`src/rtl/timer_regs.vh`:
```
`ifndef TIMER_REGS_VH
`define TIMER_REGS_VH

// register indices on the 4-bit address port
`define REG_CTRL_ONE 4'h0
`define REG_CTRL_FIVE 4'h1
`define REG_CTRL_SIX 4'h2
`define REG_EVT_CTRL 4'h3
`define REG_INT_FLAGS 4'h4
`define REG_COUNTER 4'h5
`define REG_PERIOD 4'h6
`define REG_PERIOD_BUF 4'h7
`define REG_CMP0 4'h8
`define REG_CMP1 4'h9
`define REG_CMP2 4'ha
`define REG_CMPBUF0 4'hb
`define REG_CMPBUF1 4'hc
`define REG_CMPBUF2 4'hd

// control_reg_one fields
`define BIT_ENABLE 0
`define SEL_LSB 1
`define SEL_MSB 3
`define BIT_SPLIT 4
// control_reg_five fields
`define BIT_DIR 0
`define BIT_LOCK_UPD 1
`define BIT_UPD_BOTTOM 2
// control_reg_six fields (read only)
`define BIT_PERIOD_BUFFER_VALID 0
`define CMPBV_LSB 1
`define CMPBV_MSB 3
`define BIT_MAX 4
// event_control_reg fields
`define BIT_EVT_COUNT 0
`define BIT_EVT_DIR 1
`define BIT_EVT_RESTART 2
// interrupt flag fields
`define FLG_TOP 0
`define FLG_BOTTOM 1
`define FLG_CMP_LO 2
`define FLG_CMP_HI 5

// reset values
`define ZERO16 16'h0000
`define ZERO8 8'h00
`define PERIOD_RST 16'hffff
`define ONE16 16'h0001
`define ONE8 8'h01

// prescaler masks: divide by 1,2,4,8,16,64,256,1024
`define PS_DIV1 10'h000
`define PS_DIV2 10'h001
`define PS_DIV4 10'h003
`define PS_DIV8 10'h007
`define PS_DIV16 10'h00f
`define PS_DIV64 10'h03f
`define PS_DIV256 10'h0ff
`define PS_DIV1024 10'h3ff
`define PS_ONE 10'h001
`define PS_ZERO 10'h000

`endif

```
`src/rtl/buffered_base_timer_counter.v`:
```
// The address-and-strobe port and the placing of the registers are this design's own decisions.
`include "timer_regs.vh"

module buffered_base_timer_counter (
    input wire ref_clk,
    input wire resetn,
    input wire [3:0] reg_addr,
    input wire [15:0] reg_wdata,
    input wire reg_wr,
    input wire reg_rd,
    output reg [15:0] reg_rdata_r,
    input wire event_count_in,
    input wire event_dir_in,
    input wire event_restart_in,
    output reg top_event_r,
    output reg bottom_event_r,
    output reg [5:0] compare_event_r
);

    // the block is one clock domain: every slower rate is a tick
    // enable derived from the free prescaler or from an event edge,
    // so no signal crosses between clocks
    //
    // software sees fourteen sixteen-bit registers; reserved bits
    // read as zero and unmapped indices ignore writes
    //
    // prescaler mask for a given clock_prescale_select value
    // a tick fires when all masked prescaler bits are one, which
    // gives divide ratios that are powers of two
    function [9:0] presc_mask;
        input [2:0] sel;
        begin
            case (sel)
                3'h0: presc_mask = `PS_DIV1;
                3'h1: presc_mask = `PS_DIV2;
                3'h2: presc_mask = `PS_DIV4;
                3'h3: presc_mask = `PS_DIV8;
                3'h4: presc_mask = `PS_DIV16;
                3'h5: presc_mask = `PS_DIV64;
                3'h6: presc_mask = `PS_DIV256;
                default: presc_mask = `PS_DIV1024;
            endcase
        end
    endfunction

    // write hit on a given register index
    // shared by every register so the decode stays uniform
    function wr_hit;
        input [3:0] addr;
        input [3:0] idx;
        input wr;
        begin
            wr_hit = wr && (addr == idx);
        end
    endfunction

    // control state
    reg enable_r; // counter running
    reg [2:0] clock_prescale_select_r; // prescaler choice
    reg split_r; // two 8-bit counters
    reg count_direction_r; // 1 = down
    reg lock_update_r; // blocks buffer copies
    reg update_at_bottom_r; // update at bottom, else top
    reg event_count_input_enable_r; // count events
    reg evt_dir_en_r; // event level flips direction
    reg evt_restart_en_r; // event restarts counter
    reg [7:0] flags_r; // sticky interrupt flags
    // counting state
    reg [9:0] presc_cnt_r; // free prescaler
    reg evt_prev_r; // previous event level
    reg [15:0] counter_value_r;
    reg [15:0] period_r;
    reg [15:0] period_buffer_r;
    reg period_buffer_valid_r;
    reg [15:0] compare_value_r [0:2];
    reg [15:0] compare_buffer_r [0:2];
    reg [2:0] compare_buffer_valid_r;
    reg [15:0] rdata_nxt; // read mux
    reg [15:0] counter_nxt; // next counter
    reg [7:0] flag_set; // events this cycle
    reg [2:0] hit_lo; // compare matches, low/full
    reg [2:0] hit_hi; // compare matches, high byte
    integer i; // loop index of the clocked register block
    integer j; // loop index of the compare match decode

    // timing summary:
    // a tick edge raises flags for the value held before the tick,
    // and the one-cycle event pulses are registered on that same edge, so a
    // match or boundary shows on the following tick as required
    //
    // the update condition is judged on the same tick edge, and the
    // copied period or compare values take part from the next count
    //
    // a software counter write beats a restart, which beats a tick

    wire [9:0] mask = presc_mask(clock_prescale_select_r);
    // prescaled clock tick
    wire clk_tick = (presc_cnt_r & mask) == mask;
    // rising edge of the counting event
    wire evt_edge = event_count_in & ~evt_prev_r;
    // tick only while enabled, source per enable bit
    wire tick = enable_r &&
        (event_count_input_enable_r ? evt_edge : clk_tick);
    // direction, optionally steered by an event level
    wire down = evt_dir_en_r ? (count_direction_r ^ event_dir_in)
                             : count_direction_r;
    // restart event clears the counter
    wire restart = enable_r && evt_restart_en_r && event_restart_in;
    // boundary detection
    wire at_bottom = counter_value_r == `ZERO16;
    wire at_max = &counter_value_r;
    wire at_top = counter_value_r == period_r;
    // split mode byte boundaries
    wire lo_zero = counter_value_r[7:0] == `ZERO8;
    wire hi_zero = counter_value_r[15:8] == `ZERO8;
    // update condition on a tick at top or bottom
    wire update = tick && !split_r &&
        (update_at_bottom_r ? at_bottom : at_top);
    wire do_copy = update && !lock_update_r;
    // software writes
    wire wr_cnt = wr_hit(reg_addr, `REG_COUNTER, reg_wr);
    wire wr_pbuf = wr_hit(reg_addr, `REG_PERIOD_BUF, reg_wr);
    wire wr_flags = wr_hit(reg_addr, `REG_INT_FLAGS, reg_wr);

    // compare matches against each channel
    // in split mode each byte is matched against its own byte of the
    // compare value; otherwise the high-byte matches stay quiet
    always @* begin
        for (j = 0; j < 3; j = j + 1) begin
            if (split_r) begin
                hit_lo[j] = counter_value_r[7:0] ==
                    compare_value_r[j][7:0];
                hit_hi[j] = counter_value_r[15:8] ==
                    compare_value_r[j][15:8];
            end else begin
                hit_lo[j] = counter_value_r == compare_value_r[j];
                hit_hi[j] = 1'b0;
            end
        end
    end

    // flags raised for the value held while the next tick arrives
    always @* begin
        flag_set = 8'h00;
        if (tick) begin
            if (split_r) begin
                flag_set[`FLG_TOP] = lo_zero;
                flag_set[`FLG_BOTTOM] = hi_zero;
            end else begin
                flag_set[`FLG_TOP] = at_top;
                flag_set[`FLG_BOTTOM] = at_bottom;
            end
            flag_set[`FLG_CMP_LO+2:`FLG_CMP_LO] = hit_lo;
            flag_set[`FLG_CMP_HI+2:`FLG_CMP_HI] = hit_hi;
        end
    end

    // next counter value, software write has priority
    always @* begin
        counter_nxt = counter_value_r;
        if (wr_cnt) begin
            counter_nxt = reg_wdata;
        end else if (restart) begin
            counter_nxt = `ZERO16;
        end else if (tick && split_r) begin
            // two 8-bit down counters
            if (lo_zero) begin
                counter_nxt[7:0] = period_r[7:0];
            end else begin
                counter_nxt[7:0] = counter_value_r[7:0] - `ONE8;
            end
            if (hi_zero) begin
                counter_nxt[15:8] = period_r[15:8];
            end else begin
                counter_nxt[15:8] = counter_value_r[15:8] - `ONE8;
            end
        end else if (tick && down) begin
            if (at_bottom) begin
                counter_nxt = period_r;
            end else begin
                counter_nxt = counter_value_r - `ONE16;
            end
        end else if (tick) begin
            if (at_top) begin
                counter_nxt = `ZERO16;
            end else begin
                counter_nxt = counter_value_r + `ONE16;
            end
        end
    end

    // read mux
    // the selected word is registered only while a read strobe is
    // high, so the bus shows zero in every other cycle
    always @* begin
        rdata_nxt = `ZERO16;
        if (reg_addr == `REG_CTRL_ONE) begin
            rdata_nxt[`BIT_ENABLE] = enable_r;
            rdata_nxt[`SEL_MSB:`SEL_LSB] = clock_prescale_select_r;
            rdata_nxt[`BIT_SPLIT] = split_r;
        end else if (reg_addr == `REG_CTRL_FIVE) begin
            rdata_nxt[`BIT_DIR] = count_direction_r;
            rdata_nxt[`BIT_LOCK_UPD] = lock_update_r;
            rdata_nxt[`BIT_UPD_BOTTOM] = update_at_bottom_r;
        end else if (reg_addr == `REG_CTRL_SIX) begin
            rdata_nxt[`BIT_PERIOD_BUFFER_VALID] = period_buffer_valid_r;
            rdata_nxt[`CMPBV_MSB:`CMPBV_LSB] = compare_buffer_valid_r;
            rdata_nxt[`BIT_MAX] = at_max;
        end else if (reg_addr == `REG_EVT_CTRL) begin
            rdata_nxt[`BIT_EVT_COUNT] = event_count_input_enable_r;
            rdata_nxt[`BIT_EVT_DIR] = evt_dir_en_r;
            rdata_nxt[`BIT_EVT_RESTART] = evt_restart_en_r;
        end else if (reg_addr == `REG_INT_FLAGS) begin
            rdata_nxt[7:0] = flags_r;
        end else if (reg_addr == `REG_COUNTER) begin
            rdata_nxt = counter_value_r;
        end else if (reg_addr == `REG_PERIOD) begin
            rdata_nxt = period_r;
        end else if (reg_addr == `REG_PERIOD_BUF) begin
            rdata_nxt = period_buffer_r;
        end else if (reg_addr == `REG_CMP0) begin
            rdata_nxt = compare_value_r[0];
        end else if (reg_addr == `REG_CMP1) begin
            rdata_nxt = compare_value_r[1];
        end else if (reg_addr == `REG_CMP2) begin
            rdata_nxt = compare_value_r[2];
        end else if (reg_addr == `REG_CMPBUF0) begin
            rdata_nxt = compare_buffer_r[0];
        end else if (reg_addr == `REG_CMPBUF1) begin
            rdata_nxt = compare_buffer_r[1];
        end else if (reg_addr == `REG_CMPBUF2) begin
            rdata_nxt = compare_buffer_r[2];
        end
    end

    // control registers, bus answer and event outputs
    always @(posedge ref_clk or negedge resetn) begin
        if (!resetn) begin
            enable_r <= 1'b0;
            clock_prescale_select_r <= 3'h0;
            split_r <= 1'b0;
            count_direction_r <= 1'b0;
            lock_update_r <= 1'b0;
            update_at_bottom_r <= 1'b0;
            event_count_input_enable_r <= 1'b0;
            evt_dir_en_r <= 1'b0;
            evt_restart_en_r <= 1'b0;
            flags_r <= 8'h00;
            reg_rdata_r <= `ZERO16;
            top_event_r <= 1'b0;
            bottom_event_r <= 1'b0;
            compare_event_r <= 6'h00;
            presc_cnt_r <= `PS_ZERO;
            evt_prev_r <= 1'b0;
        end else begin
            // read data valid only in the cycle after the strobe
            reg_rdata_r <= reg_rd ? rdata_nxt : `ZERO16;
            if (wr_hit(reg_addr, `REG_CTRL_ONE, reg_wr)) begin
                enable_r <= reg_wdata[`BIT_ENABLE];
                clock_prescale_select_r <=
                    reg_wdata[`SEL_MSB:`SEL_LSB];
                split_r <= reg_wdata[`BIT_SPLIT];
            end
            if (wr_hit(reg_addr, `REG_CTRL_FIVE, reg_wr)) begin
                count_direction_r <= reg_wdata[`BIT_DIR];
                lock_update_r <= reg_wdata[`BIT_LOCK_UPD];
                update_at_bottom_r <= reg_wdata[`BIT_UPD_BOTTOM];
            end
            if (wr_hit(reg_addr, `REG_EVT_CTRL, reg_wr)) begin
                event_count_input_enable_r <=
                    reg_wdata[`BIT_EVT_COUNT];
                evt_dir_en_r <= reg_wdata[`BIT_EVT_DIR];
                evt_restart_en_r <= reg_wdata[`BIT_EVT_RESTART];
            end
            // write one clears a flag, a new event wins
            if (wr_flags) begin
                flags_r <= (flags_r & ~reg_wdata[7:0]) | flag_set;
            end else begin
                flags_r <= flags_r | flag_set;
            end
            // one-cycle event pulses
            top_event_r <= flag_set[`FLG_TOP];
            bottom_event_r <= flag_set[`FLG_BOTTOM];
            compare_event_r <= {flag_set[`FLG_CMP_HI+2:`FLG_CMP_HI],
                                flag_set[`FLG_CMP_LO+2:`FLG_CMP_LO]};
            // prescaler runs only while enabled
            if (enable_r) begin
                presc_cnt_r <= presc_cnt_r + `PS_ONE;
            end else begin
                presc_cnt_r <= `PS_ZERO;
            end
            evt_prev_r <= event_count_in;
        end
    end

    // counter, period and compare registers with buffers
    // a direct write to period or compare wins over the copy, and a
    // buffer write in the update cycle keeps its data and its valid
    // flag, but a direct period or compare write in that cycle drops the pending buffered value
    always @(posedge ref_clk or negedge resetn) begin
        if (!resetn) begin
            counter_value_r <= `ZERO16;
            period_r <= `PERIOD_RST;
            period_buffer_r <= `ZERO16;
            period_buffer_valid_r <= 1'b0;
            compare_buffer_valid_r <= 3'h0;
            for (i = 0; i < 3; i = i + 1) begin
                compare_value_r[i] <= `ZERO16;
                compare_buffer_r[i] <= `ZERO16;
            end
        end else begin
            counter_value_r <= counter_nxt;
            // direct period write bypasses the buffer
            if (wr_hit(reg_addr, `REG_PERIOD, reg_wr)) begin
                period_r <= reg_wdata;
            end else if (do_copy && period_buffer_valid_r) begin
                period_r <= period_buffer_r;
            end
            if (wr_pbuf) begin
                period_buffer_r <= reg_wdata;
            end
            // buffer write sets valid and wins over the clear
            if (wr_pbuf) begin
                period_buffer_valid_r <= 1'b1;
            end else if (do_copy) begin
                period_buffer_valid_r <= 1'b0;
            end
            for (i = 0; i < 3; i = i + 1) begin
                // compare and buffer both writable
                if (wr_hit(reg_addr, `REG_CMP0 + i[3:0], reg_wr)) begin
                    compare_value_r[i] <= reg_wdata;
                end else if (do_copy && compare_buffer_valid_r[i]) begin
                    compare_value_r[i] <= compare_buffer_r[i];
                end
                if (wr_hit(reg_addr, `REG_CMPBUF0 + i[3:0],
                           reg_wr)) begin
                    compare_buffer_r[i] <= reg_wdata;
                    compare_buffer_valid_r[i] <= 1'b1;
                end else if (do_copy) begin
                    compare_buffer_valid_r[i] <= 1'b0;
                end
            end
        end
    end

endmodule

```
`config.mk`:
```
export PLATFORM = sky130hd
export DESIGN_NAME = buffered_base_timer_counter
export DESIGN_NICKNAME = d
export VERILOG_FILES = /design/src/rtl/buffered_base_timer_counter.v
export VERILOG_INCLUDE_DIRS = /design/src /design/src/rtl
export SDC_FILE = /design/constraint.sdc
export NUM_CORES = 1
export LEC_CHECK = 0
export BUFFER_PORTS_ARGS = -buffer_cell sky130_fd_sc_hd__buf_4
export CORE_ASPECT_RATIO = 0.5
export CORE_MARGIN = 4
export CORE_UTILIZATION = 66
export CTS_BUF_LIST = sky130_fd_sc_hd__clkbuf_4 sky130_fd_sc_hd__clkbuf_8
export DETAILED_ROUTE_END_ITERATION = 10
export PLACE_DENSITY = 0.84
export SKIP_LAST_GASP = 1
export SYNTH_ARGS = -nofsm -noshare
export SYNTH_HDL_FRONTEND = slang
export SYNTH_SLANG_ARGS = --single-unit
```
`constraint.sdc`:
```
create_clock -name ref_clk -period 7 [get_ports ref_clk]
set_input_delay 0.7 -clock ref_clk [delete_from_list [all_inputs] [get_ports ref_clk]]
set_output_delay 0.7 -clock ref_clk [all_outputs]
set_load 0.05 [all_outputs]
```
==> flow_summary.ini, run 1 <==
[run_status]
status = completed

[grt]
grt_pass1_vias = 10723
grt_pass1_wl_um = 62460
antenna_found_initial = 0
overflow = 0
grt_max_degree = 120
grtUsageTotal_pct = 37.22

[layout]
area_growth_pct = 6.547
drive_gt1_share_pct = 18.37
diodes = 0
nets = 1313

[sta]
worst_hold_slack_ns = 0.2091
fin_tns_setup_ns = 0
slew_viol_final = 0
tightestPinTransition_ns = 1.271
min_period_ns = 4.142
setup_viol = 0
finalClockSkew_ns = 0.02987
fmax_ghz = 0.2414
grt_setup_unrepaired = false
finalHoldViolCount = 0
period_share_pct = 59.17
slew-limit-headroom_pct = 14.97

[routing]
via_per_inst = 7.278
initialDrtViolationCount = 2208
drt_pass1_iterations = 6
final_antenna_net_count = 0
drc_errors = 0
finalWirelength_um = 40030
wl_per_cell_um = 25.66
vias = 11354

[critical_path]
max_stage_delay_ns = 0.79
end_kind = register
cp_cell_sequence = inv_1, ha_1, nor4b_2, nand2_1, nor2_1, mux2_2, buf_4, nand3_1, a22o_1
crit_arrival_ns = 4.62
worstSetupPathType = reg2reg
worst_path_max_delay_cell = mux2_2
worstPathMaxFanout = 36
worstSetupStartpointType = register
cp.required_ns = 7.47

[synthesis]
synth_edf_count = 0
ys_seq_area_share_pct = 40.92
yosys_warnings = 0
ys_ff_latch = 202
syn_area_um2 = 12400
ys_types = 76
async_flop_share_pct = 100.0
syn-num-nets = 1351
synth.avg_cell_area_um2 = 9.402
netlist_instances = 1319
synth_ff_type = dfrtp_1

[die]
ios = 51
die_area_um2 = 21180
core_um2 = 18440
die_x_um = 201.9
start_util_pct = 67.27
die_h_um = 104.9
rows = 35

[clocking]
post_cts_buffers = 0
clk_pin_slew_ns = 0.08
ctsHoldBuffers = 0
cts_max_level = 1
clkLatencyLatePin_ns = 0.61
cts_root_buf = clkbuf_8
clockBufferDepth = 3
tritoncts = yes
cts-resized-gates = 0
cts.sinks = 202
cts_buffers = 29

[placement]
gp_congestion = 0.9993
hpwl_um = 27070
io_buffers = 50

[hold_path]
worst_hold_path_type = in2async

[flow_run]
drv_cap = 0

[power]
leakage_nw = 5.490
power_density_nw_per_um2 = 333.5
vdd_ir_drop_max_uv = 202.7
## Yosys cell counts (36+ instances only)
master,instances,area [um2]
nand2_1,114,427.9
dfrtp_1,186,4654
nor2_1,76,285.3
xor2_1,36,315.3
o211ai_1,52,390.4
a21oi_1,49,245.2
xnor2_1,59,516.8
clkbuf_1,60,225.2
nand3_1,84,420.4
mux2_2,73,822.0
o21ai_0,50,250.2
nand4_1,67,419.2
## critical path, delay by kind of cell, from the launching register on
| kind | cells | cell delay [ns] |
|---|---|---|
| muxes | 1 | 0.79 |
| DFF | 1 | 0.57 |
| AOI/OAI and AO/OA | 1 | 0.28 |
| adders and majority gates | 1 | 0.29 |
| and+or+nand+nor | 4 | 1.39 |
| buffers and inverters | 2 | 0.67 |
## sequential cells by signal, summed over array words and instances, names as in the netlist
register                    flops
counter_value_r                16
evt_prev_r                      1
bottom_event_r                  1
top_event_r                     1
period_buffer_r                16
update_at_bottom_r              1
lock_update_r                   1
period_buffer_valid_r           1
compare_buffer_r               48
event_count_input_enable_r      1
reg_rdata_r                    16
evt_restart_en_r                1
compare_value_r                48
presc_cnt_r                    10
count_direction_r               1
evt_dir_en_r                    1
split_r                         1
flags_r                         8
clock_prescale_select_r         3
compare_event_r                 6
compare_buffer_valid_r          3
enable_r                        1
period_r                       16
## report_power, final
group / internal [mW] / leakage, nW / switching, mW / total (mW)
registers: 1.43 / 2.53 / 0.457 / 1.89
clock network: 0.519 / 0.321 / 0.475 / 0.994
logic: 0.664 / 2.64 / 0.860 / 1.52
total: 2.62 / 5.49 / 1.79 / 4.41
## per-layer routing
layer  share of wire, %  track usage, %  wire [um]
met1                 40           54.89      15860
met2                 41           52.53      16480
met3                 17           13.77       6693
met4                2.5           8.285        994
met5                  0               0          0
## path summary, 6_finish.rpt
check / slack, ns / endpoint / cells after the start / start
worst max-delay path: 2.86 / period_buffer_valid_r / 9 / counter_value_r[9]
worst min-delay path: 0.21 / counter_value_r[7] / 1 / resetn
worst max register to register: 2.86 / period_buffer_valid_r / 9 / counter_value_r[9]
worst min register to register: 0.49 / presc_cnt_r[0] / 1 / presc_cnt_r[0]
max in group asynchronous: 5.11 / compare_buffer_r[7] / 2 / resetn
min in group ref_clk: 0.22 / evt_prev_r / 1 / event_count_in
## cells by family (layout without fill, tap and decap cells)
family | Yosys count | after routing | share of synthesized area (%)
xor gates and xnor gates | 95 | 95 | 6.709
DFF | 202 | 202 | 40.92
muxes | 115 | 115 | 10.97
and+or+nand+nor | 444 | 444 | 18.24
adders and majority gates | 5 | 5 | 0.5044
AOI/OAI and AO/OA | 310 | 310 | 17.24
buffers and inverters | 148 | 130 | 5.418
## layout by cell type (no fill, tap or decap), types with 10 or more instances in the layout
master and instances:
a22oi_1 21, a31oi_1 26, nand2_1 114, clkbuf_8 37, a21oi_1 49, xnor2_1 59, o21ai_0 50, and2_1 12
clkbuf_4 11, dfrtp_1 186, and3_1 15, xor2_1 36, dfstp_2 16, nor2_1 76, nor4_1 10, a21o_1 19
a221oi_1 16, o211ai_1 52, inv_1 13, nand4_1 67, nor3_1 16, nor2b_1 12, mux2_2 74, nand3_1 84
nand2b_1 10, o22ai_1 10, buf_4 65, mux2i_1 31
## cell type report
type	count	area, um2
tap	259	324.1
fill	1365	5223
clock inverter	4	22.52
timing repair buffer	66	501.7
inverter	13	48.80
clock buffer	47	578.1
sequential	202	5075
multi-input combinational	969	6664
## stage by stage
stage	power (mW)	utilization, %	instance area, um2	instances	setup WS (ns)
floorplan	2.910	-	12400	1319	4.511
global placement	3.272	68.42	12610	1509	3.200
detailed placement	3.345	68.42	12610	1509	3.092
CTS	4.326	71.67	13210	1560	3.057
global route	4.590	71.67	13210	1560	2.664
finish	4.407	71.67	13210	1560	2.858
Note: power is estimated with default switching activity, not from simulation.
==> inputs of run 2 (changes only) <==
--- a/config.mk
+++ b/config.mk
@@ -9,10 +9,10 @@
 export BUFFER_PORTS_ARGS = -buffer_cell sky130_fd_sc_hd__buf_4
 export CORE_ASPECT_RATIO = 0.5
 export CORE_MARGIN = 4
-export CORE_UTILIZATION = 66
+export CORE_UTILIZATION = 65
 export CTS_BUF_LIST = sky130_fd_sc_hd__clkbuf_4 sky130_fd_sc_hd__clkbuf_8
 export DETAILED_ROUTE_END_ITERATION = 10
-export PLACE_DENSITY = 0.84
+export PLACE_DENSITY = 0.83
 export SKIP_LAST_GASP = 1
 export SYNTH_ARGS = -nofsm -noshare
 export SYNTH_HDL_FRONTEND = slang
==> constraint.sdc (replaced) <==
create_clock -name ref_clk -period 4.2 [get_ports ref_clk]
set_input_delay 0.42 -clock ref_clk [delete_from_list [all_inputs] [get_ports ref_clk]]
set_output_delay 0.42 -clock ref_clk [all_outputs]
set_load 0.05 [all_outputs]
==> run 2 against run 1 <==
  * Register-to-register slack lost 2.1 ns
  * Combinational power grew 77%
  * First-iteration DRC count shrank 13%
  * Cell area grew 1.5%
==> flow_summary.ini, run 2 (synthesis gave the netlist of run 1 again) <==
[run_status]
status = completed

[placement]
gp_congestion = 1.002
place_ws_ns = 0.9672
io_buffers = 50
dpl_cell_area_um2 = 12710
hpwl_um = 26760

[die]
die_h_um = 105.7
ios = 51
die_area_um2 = 21490
core_um2 = 18570
die_x_um = 203.3
start_util_pct = 66.79
rows = 35

[sta]
slew_viol_final = 0
fmax_ghz = 0.2891
grt_setup_unrepaired = false
slew-limit-headroom_pct = 22.56
setup_viol = 0
fin_tns_setup_ns = 0
finalClockSkew_ns = 0.04024
finalHoldViolCount = 0
min_period_ns = 3.459
setup_ws_ns = 0.7409
tightestPinTransition_ns = 1.159
period_share_pct = 82.36

[grt]
grt_pass1_wl_um = 62480
grt_max_degree = 109
overflow = 0
grt_pass1_vias = 11107
grtUsageTotal_pct = 36.78
antenna_found_initial = 0

[layout]
fillCellCount = 1305
final_common_cell = dfrtp_1
drive_gt1_share_pct = 19.21
mostFrequentLayoutCells = dfrtp_1, nand2_1, nand3_1, nor2_1, buf_4
diodes = 0
reg_top3 = compare_buffer_r (48), compare_value_r (48)
fin_area_um2 = 13410
area_growth_pct = 8.152
nets = 1326

[critical_path]
max_stage_delay_ns = 0.57
worst_path_max_delay_cell = dfrtp_1
crit_buf_inv = 2
crit_family = simple AND/OR/NAND/NOR gates
cp_cell_sequence = inv_1, ha_1, nor4b_2, nand2_1, nor2_1, mux2_2, buf_4, nand3_1, a31oi_1
crit_arrival_ns = 3.95
worstPathMaxFanout = 32
end_kind = register
worstSetupPathType = reg2reg
cp.required_ns = 4.69
worstSetupStartpointType = register

[power]
p_sw_share_pct = 39.83
clock_power_share_pct = 24.4
power_density_nw_per_um2 = 564.6
vdd_ir_drop_max_uv = 290.0
switchingPower_mw = 3.016
internal-power_mw = 4.556
leakage_nw = 5.598
p_total_mw = 7.572
p_comb_share_pct = 35.5
p_seq_share_pct = 40.1

[clocking]
clkLatencyLatePin_ns = 0.61
cts-resized-gates = 0
cts_buffers = 29
cts_root_buf = clkbuf_8
tritoncts = yes
clockBufferDepth = 3
cts_max_level = 1
cts.sinks = 202
clk_pin_slew_ns = 0.09
post_cts_buffers = 0

[routing]
via_per_inst = 7.286
final_antenna_net_count = 0
vias = 11482
finalWirelength_um = 39820
initialDrtViolationCount = 1929
drt_pass1_iterations = 6
drc_errors = 0
wl_per_cell_um = 25.26

[hold_path]
worst_hold_path_type = in2reg

[flow_run]
drv_cap = 0
[run 2: cell types whose count changed in the layout (fill, tap and decap cells not counted), sizes merged]
cell and delta:
buf +11, bufinv +2, dlygate4sd3 +2, clkinv +1
[run 2: per-layer routing]
layer	share of wire, %	GRT usage (%)	wire [um]
met2	41	50.30	16280
met4	3.7	13.13	1460
met3	17	13.31	6595
met5	0	0	0
met1	39	53.70	15480
[run 2: power groups by stage]
| stage | clock [mW] | combinational [mW] | sequential [mW] |
|---|---|---|---|
| floorplan | 0 | 2.12 | 2.73 |
| global placement | 0 | 2.50 | 2.99 |
| detailed placement | 0 | 2.58 | 3.02 |
| CTS | 1.84 | 2.60 | 2.99 |
| global route | 1.94 | 2.88 | 3.07 |
| finish | 1.85 | 2.69 | 3.04 |
[run 2: final timing paths]
check,from,endpoint,slack (ns),cells after the start
max,counter_value_r[9],period_r[15],0.74,9
min,reg_wr,period_buffer_valid_r,0.12,2
max reg2reg,counter_value_r[9],period_r[15],0.74,9
min reg2reg,flags_r[7],flags_r[7],0.48,1
max in group asynchronous,resetn,period_r[14],2.70,3
min in group asynchronous,resetn,compare_value_r[18],0.47,2
[run 2: what timing repair did]
item / 4_1_cts / 5_1_grt
endpoints found under the setup margin: 0 / 0
hold buffers: 2 / 0
hold endpoints to repair: 92 / 0
[run 2: layout make-up]
type                       instances  area, um2  area share, %
timing repair buffer              79      616.8          4.599
clock buffer                      47      596.8          4.450
inverter                          13      48.80         0.3638
sequential                       202       5075          37.84
tap                              259      324.1          2.416
clock inverter                     7      87.58         0.6530
multi-input combinational        969       6664          49.68
[run 2: stage by stage]
step / cells / util (%) / hold WS [ns]
2_1_floorplan: 1319 / - / 0.1244
3_3_place_gp: 1520 / 68.44 / 0.4564
3_5_place_dp: 1520 / 68.44 / 0.4652
4_1_cts: 1576 / 72.24 / 0.1001
5_1_grt: 1576 / 72.24 / 0.1088
6_report: 1576 / 72.24 / 0.1229
==> inputs of run 3 (changes only) <==
--- a/config.mk
+++ b/config.mk
@@ -6,13 +6,14 @@
 export SDC_FILE = /design/constraint.sdc
 export NUM_CORES = 1
 export LEC_CHECK = 0
+export ABC_AREA = 1
 export BUFFER_PORTS_ARGS = -buffer_cell sky130_fd_sc_hd__buf_4
 export CORE_ASPECT_RATIO = 0.5
 export CORE_MARGIN = 4
-export CORE_UTILIZATION = 65
+export CORE_UTILIZATION = 58
 export CTS_BUF_LIST = sky130_fd_sc_hd__clkbuf_4 sky130_fd_sc_hd__clkbuf_8
 export DETAILED_ROUTE_END_ITERATION = 10
-export PLACE_DENSITY = 0.83
+export PLACE_DENSITY = 0.79
 export SKIP_LAST_GASP = 1
 export SYNTH_ARGS = -nofsm -noshare
 export SYNTH_HDL_FRONTEND = slang
==> constraint.sdc (replaced) <==
create_clock -name ref_clk -period 3.05 [get_ports ref_clk]
set_input_delay 0.305 -clock ref_clk [delete_from_list [all_inputs] [get_ports ref_clk]]
set_output_delay 0.305 -clock ref_clk [all_outputs]
set_load 0.05 [all_outputs]
==> run 3 against run 2 <==
  * Combinational power up 31%
  * Critical path depth up 3
  * Sequential share of layout area shrank 1.3 points
  * Cell count grew 33%
  * Cell area is 3.5% higher
  * Largest power group unchanged
  * Maximum frequency grew 29%
  * Global-route usage is 2.6 points lower
  * Register-to-register slack got worse by 0.38 ns
  * Total power up 37%
  * Clock power grew 52%
  * Synthesized area increased by 0.11%
==> flow_summary.ini, run 3 <==
[run_status]
status = completed

[sta]
slew-limit-headroom_pct = 33.57
grt_setup_unrepaired = false
finalClockSkew_ns = 0.01384
period_share_pct = 88.04
setup_viol = 0
finalHoldViolCount = 0
tightestPinTransition_ns = 0.9941
slew_viol_final = 0
fmax_ghz = 0.3724
fin_tns_setup_ns = 0
min_period_ns = 2.685

[synthesis]
yosysTopAreaCell = dfrtp_1
synth_ff_type = dfrtp_1
ys_seq_area_share_pct = 40.87
synth_commonest_cells = nand2_1, o21ai_0, dfrtp_1
yosys-top-cells-area = dfrtp_1, nand2_1, o21ai_0, nand3_1, nor2_1
synth_edf_count = 0
synth_top_cell_area_share_pct = 37.49
syn-num-nets = 1791
syn_area_um2 = 12420
ys_types = 46
synth_most_common_cell = nand2_1
ys_ff_latch = 202
netlist_instances = 1759
async_flop_share_pct = 100.0
synth.avg_cell_area_um2 = 7.058
yosys_warnings = 0

[die]
ios = 51
die_h_um = 111.5
core_um2 = 20790
die_x_um = 214.9
die_area_um2 = 23950
start_util_pct = 59.73
rows = 37

[grt]
overflow = 0
grt_max_degree = 96
grt_util_met3_pct = 9.326
gr-usage-met1_pct = 52.52
grtUsageMet2_pct = 47.96
antenna_found_initial = 0
grt_busiest_layer = met1
grt_pass1_vias = 11703
grt_pass1_wl_um = 65520
grtUsageTotal_pct = 34.19

[critical_path]
worst_path_max_delay_cell = dfrtp_1
worstSetupPathType = reg2reg
crit_arrival_ns = 3.26
r2r_start = counter_value_r[6]
worstPathMaxFanout = 17
reg2reg_to = compare_value_r[10]
cpMostUsedCell = nand2_1
cp_cell_sequence = inv_1, nand2_1, nand2_1, nor2_1, nand3_1, nor2_1, nand2_2, o21ai_4, nand4_4, nand2_4, nand2_1, nand2_1
cp.required_ns = 3.62
end_kind = register
ff2ff_setup_slack_ns = 0.36
crit_path_start = counter_value_r[6]
worstSetupStartpointType = register
max_stage_delay_ns = 0.70
cp-endpoint = compare_value_r[10]
r2r_cells = 12

[layout]
drive_gt1_share_pct = 12.32
mostFrequentLayoutCells = nand2_1, o21ai_0, dfrtp_1, nand3_1, nor2_1
reg_top3 = compare_buffer_r (48), compare_value_r (48)
final_util_pct = 66.82
area_growth_pct = 11.86
nets = 1834
final_common_cell = nand2_1

[clocking]
cts_buffers = 30
cts_max_level = 1
tritoncts = yes
clockBufferDepth = 3
clk_pin_slew_ns = 0.07
clkLatencyLatePin_ns = 0.63
cts.sinks = 202
cts_root_buf = clkbuf_8

[routing]
final_antenna_net_count = 0
drc_errors = 0
drt_pass1_iterations = 6
vias = 12508
via_per_inst = 5.956
initialDrtViolationCount = 1823
wl_per_cell_um = 19.76
finalWirelength_um = 41490

[power]
leakage_nw = 6.927
vdd_ir_drop_max_uv = 432.4
power_density_nw_per_um2 = 749.5

[placement]
hpwl_um = 30450
gp_congestion = 1.029
io_buffers = 50

[hold_path]
worst_hold_path_type = in2reg

[flow_run]
drv_cap = 0
-- run 3: cell count changes in the layout (fill, tap and decap cells not counted), sizes merged, moves of 26 or more --
cell | before | now
o211ai | 52 | 3
mux2 | 74 | 0
xnor2 | 59 | 21
inv | 13 | 126
nand2 | 114 | 604
mux2i | 32 | 0
nor2 | 77 | 140
nand3 | 84 | 158
a31oi | 27 | 1
o21ai | 57 | 212
nand4 | 67 | 29
-- run 3: how the worst min path moves through the flow --
stage,startpoint,to,slack (ns),cells past startpoint
finish,reg_wdata[3],counter_value_r[3],0.007,3
global route,reg_wdata[3],counter_value_r[3],0.02,3
CTS,reg_wdata[3],counter_value_r[3],0.01,3
detailed placement,resetn,presc_cnt_r[1],0.43,1
global placement,resetn,presc_cnt_r[1],0.41,1
floorplan,resetn,bottom_event_r,0.009,0
-- run 3: layer usage --
| layer | up-vias | routed length, um | part of all wire, % |
|---|---|---|---|
| met1 | 5864 | 18470 | 45 |
| met4 | 0 | 787 | 1.9 |
| met3 | 76 | 5451 | 13 |
| met2 | 781 | 16790 | 40 |
| li1 | 5787 | - | - |
| met5 | - | 0 | 0 |
-- run 3: layout make-up --
class / count / area [um2]
antenna: 1 / 2.502
timing repair buffer: 96 / 754.5
sequential: 202 / 5075
clock buffer: 47 / 615.6
inverter: 130 / 494.2
tap: 273 / 341.6
fill: 1826 / 6898
multi-input combinational: 1342 / 6449
clock inverter: 9 / 156.4
-- run 3: kinds of logic after synthesis --
logic type      after synthesis  synth area share (%)
flops                       202                 40.87
compound gates              301                 12.73
simple gates                966                 33.71
fa+ha+maj                     5                0.5039
buf+inv                     215                 7.185
xor+xnor                     70                 4.999
-- run 3: timing repair --
item / 4_1_cts / 5_1_grt
resized for setup: 0 / 0
setup buffers: 0 / 0
hold buffers: 6 / 0
endpoints found under the hold margin: 80 / 0
-- run 3: critical path: cells and delay by family (launching register included) --
kind	cells	cell delay [ns]
simple gates	10	1.37
flops	1	0.70
compound gates	1	0.35
buf+inv	1	0.19
-- run 3: per-stage QoR --
stage / std cells / worst slack [ns] / hold slack, ns / instance area [um2] / total power [mW]
final: 2100 / 0.3646 / 0.006922 / 13890 / 10.41
after global routing: 2099 / 0.1907 / 0.02450 / 13890 / 11.00
after CTS: 2099 / 0.4265 / 0.01261 / 13890 / 10.26
after detailed placement: 2037 / 0.4161 / 0.4253 / 13050 / 7.460
after global placement: 2037 / 0.5592 / 0.4083 / 13050 / 7.363
after floorplan: 1759 / 0.7625 / 0.009409 / 12420 / 6.306
-- run 3: report_power, final --
group	internal [mW]	switching, mW
logic	1.30	2.23
clock network	1.63	1.19
registers	3.23	0.823
total	6.17	4.24
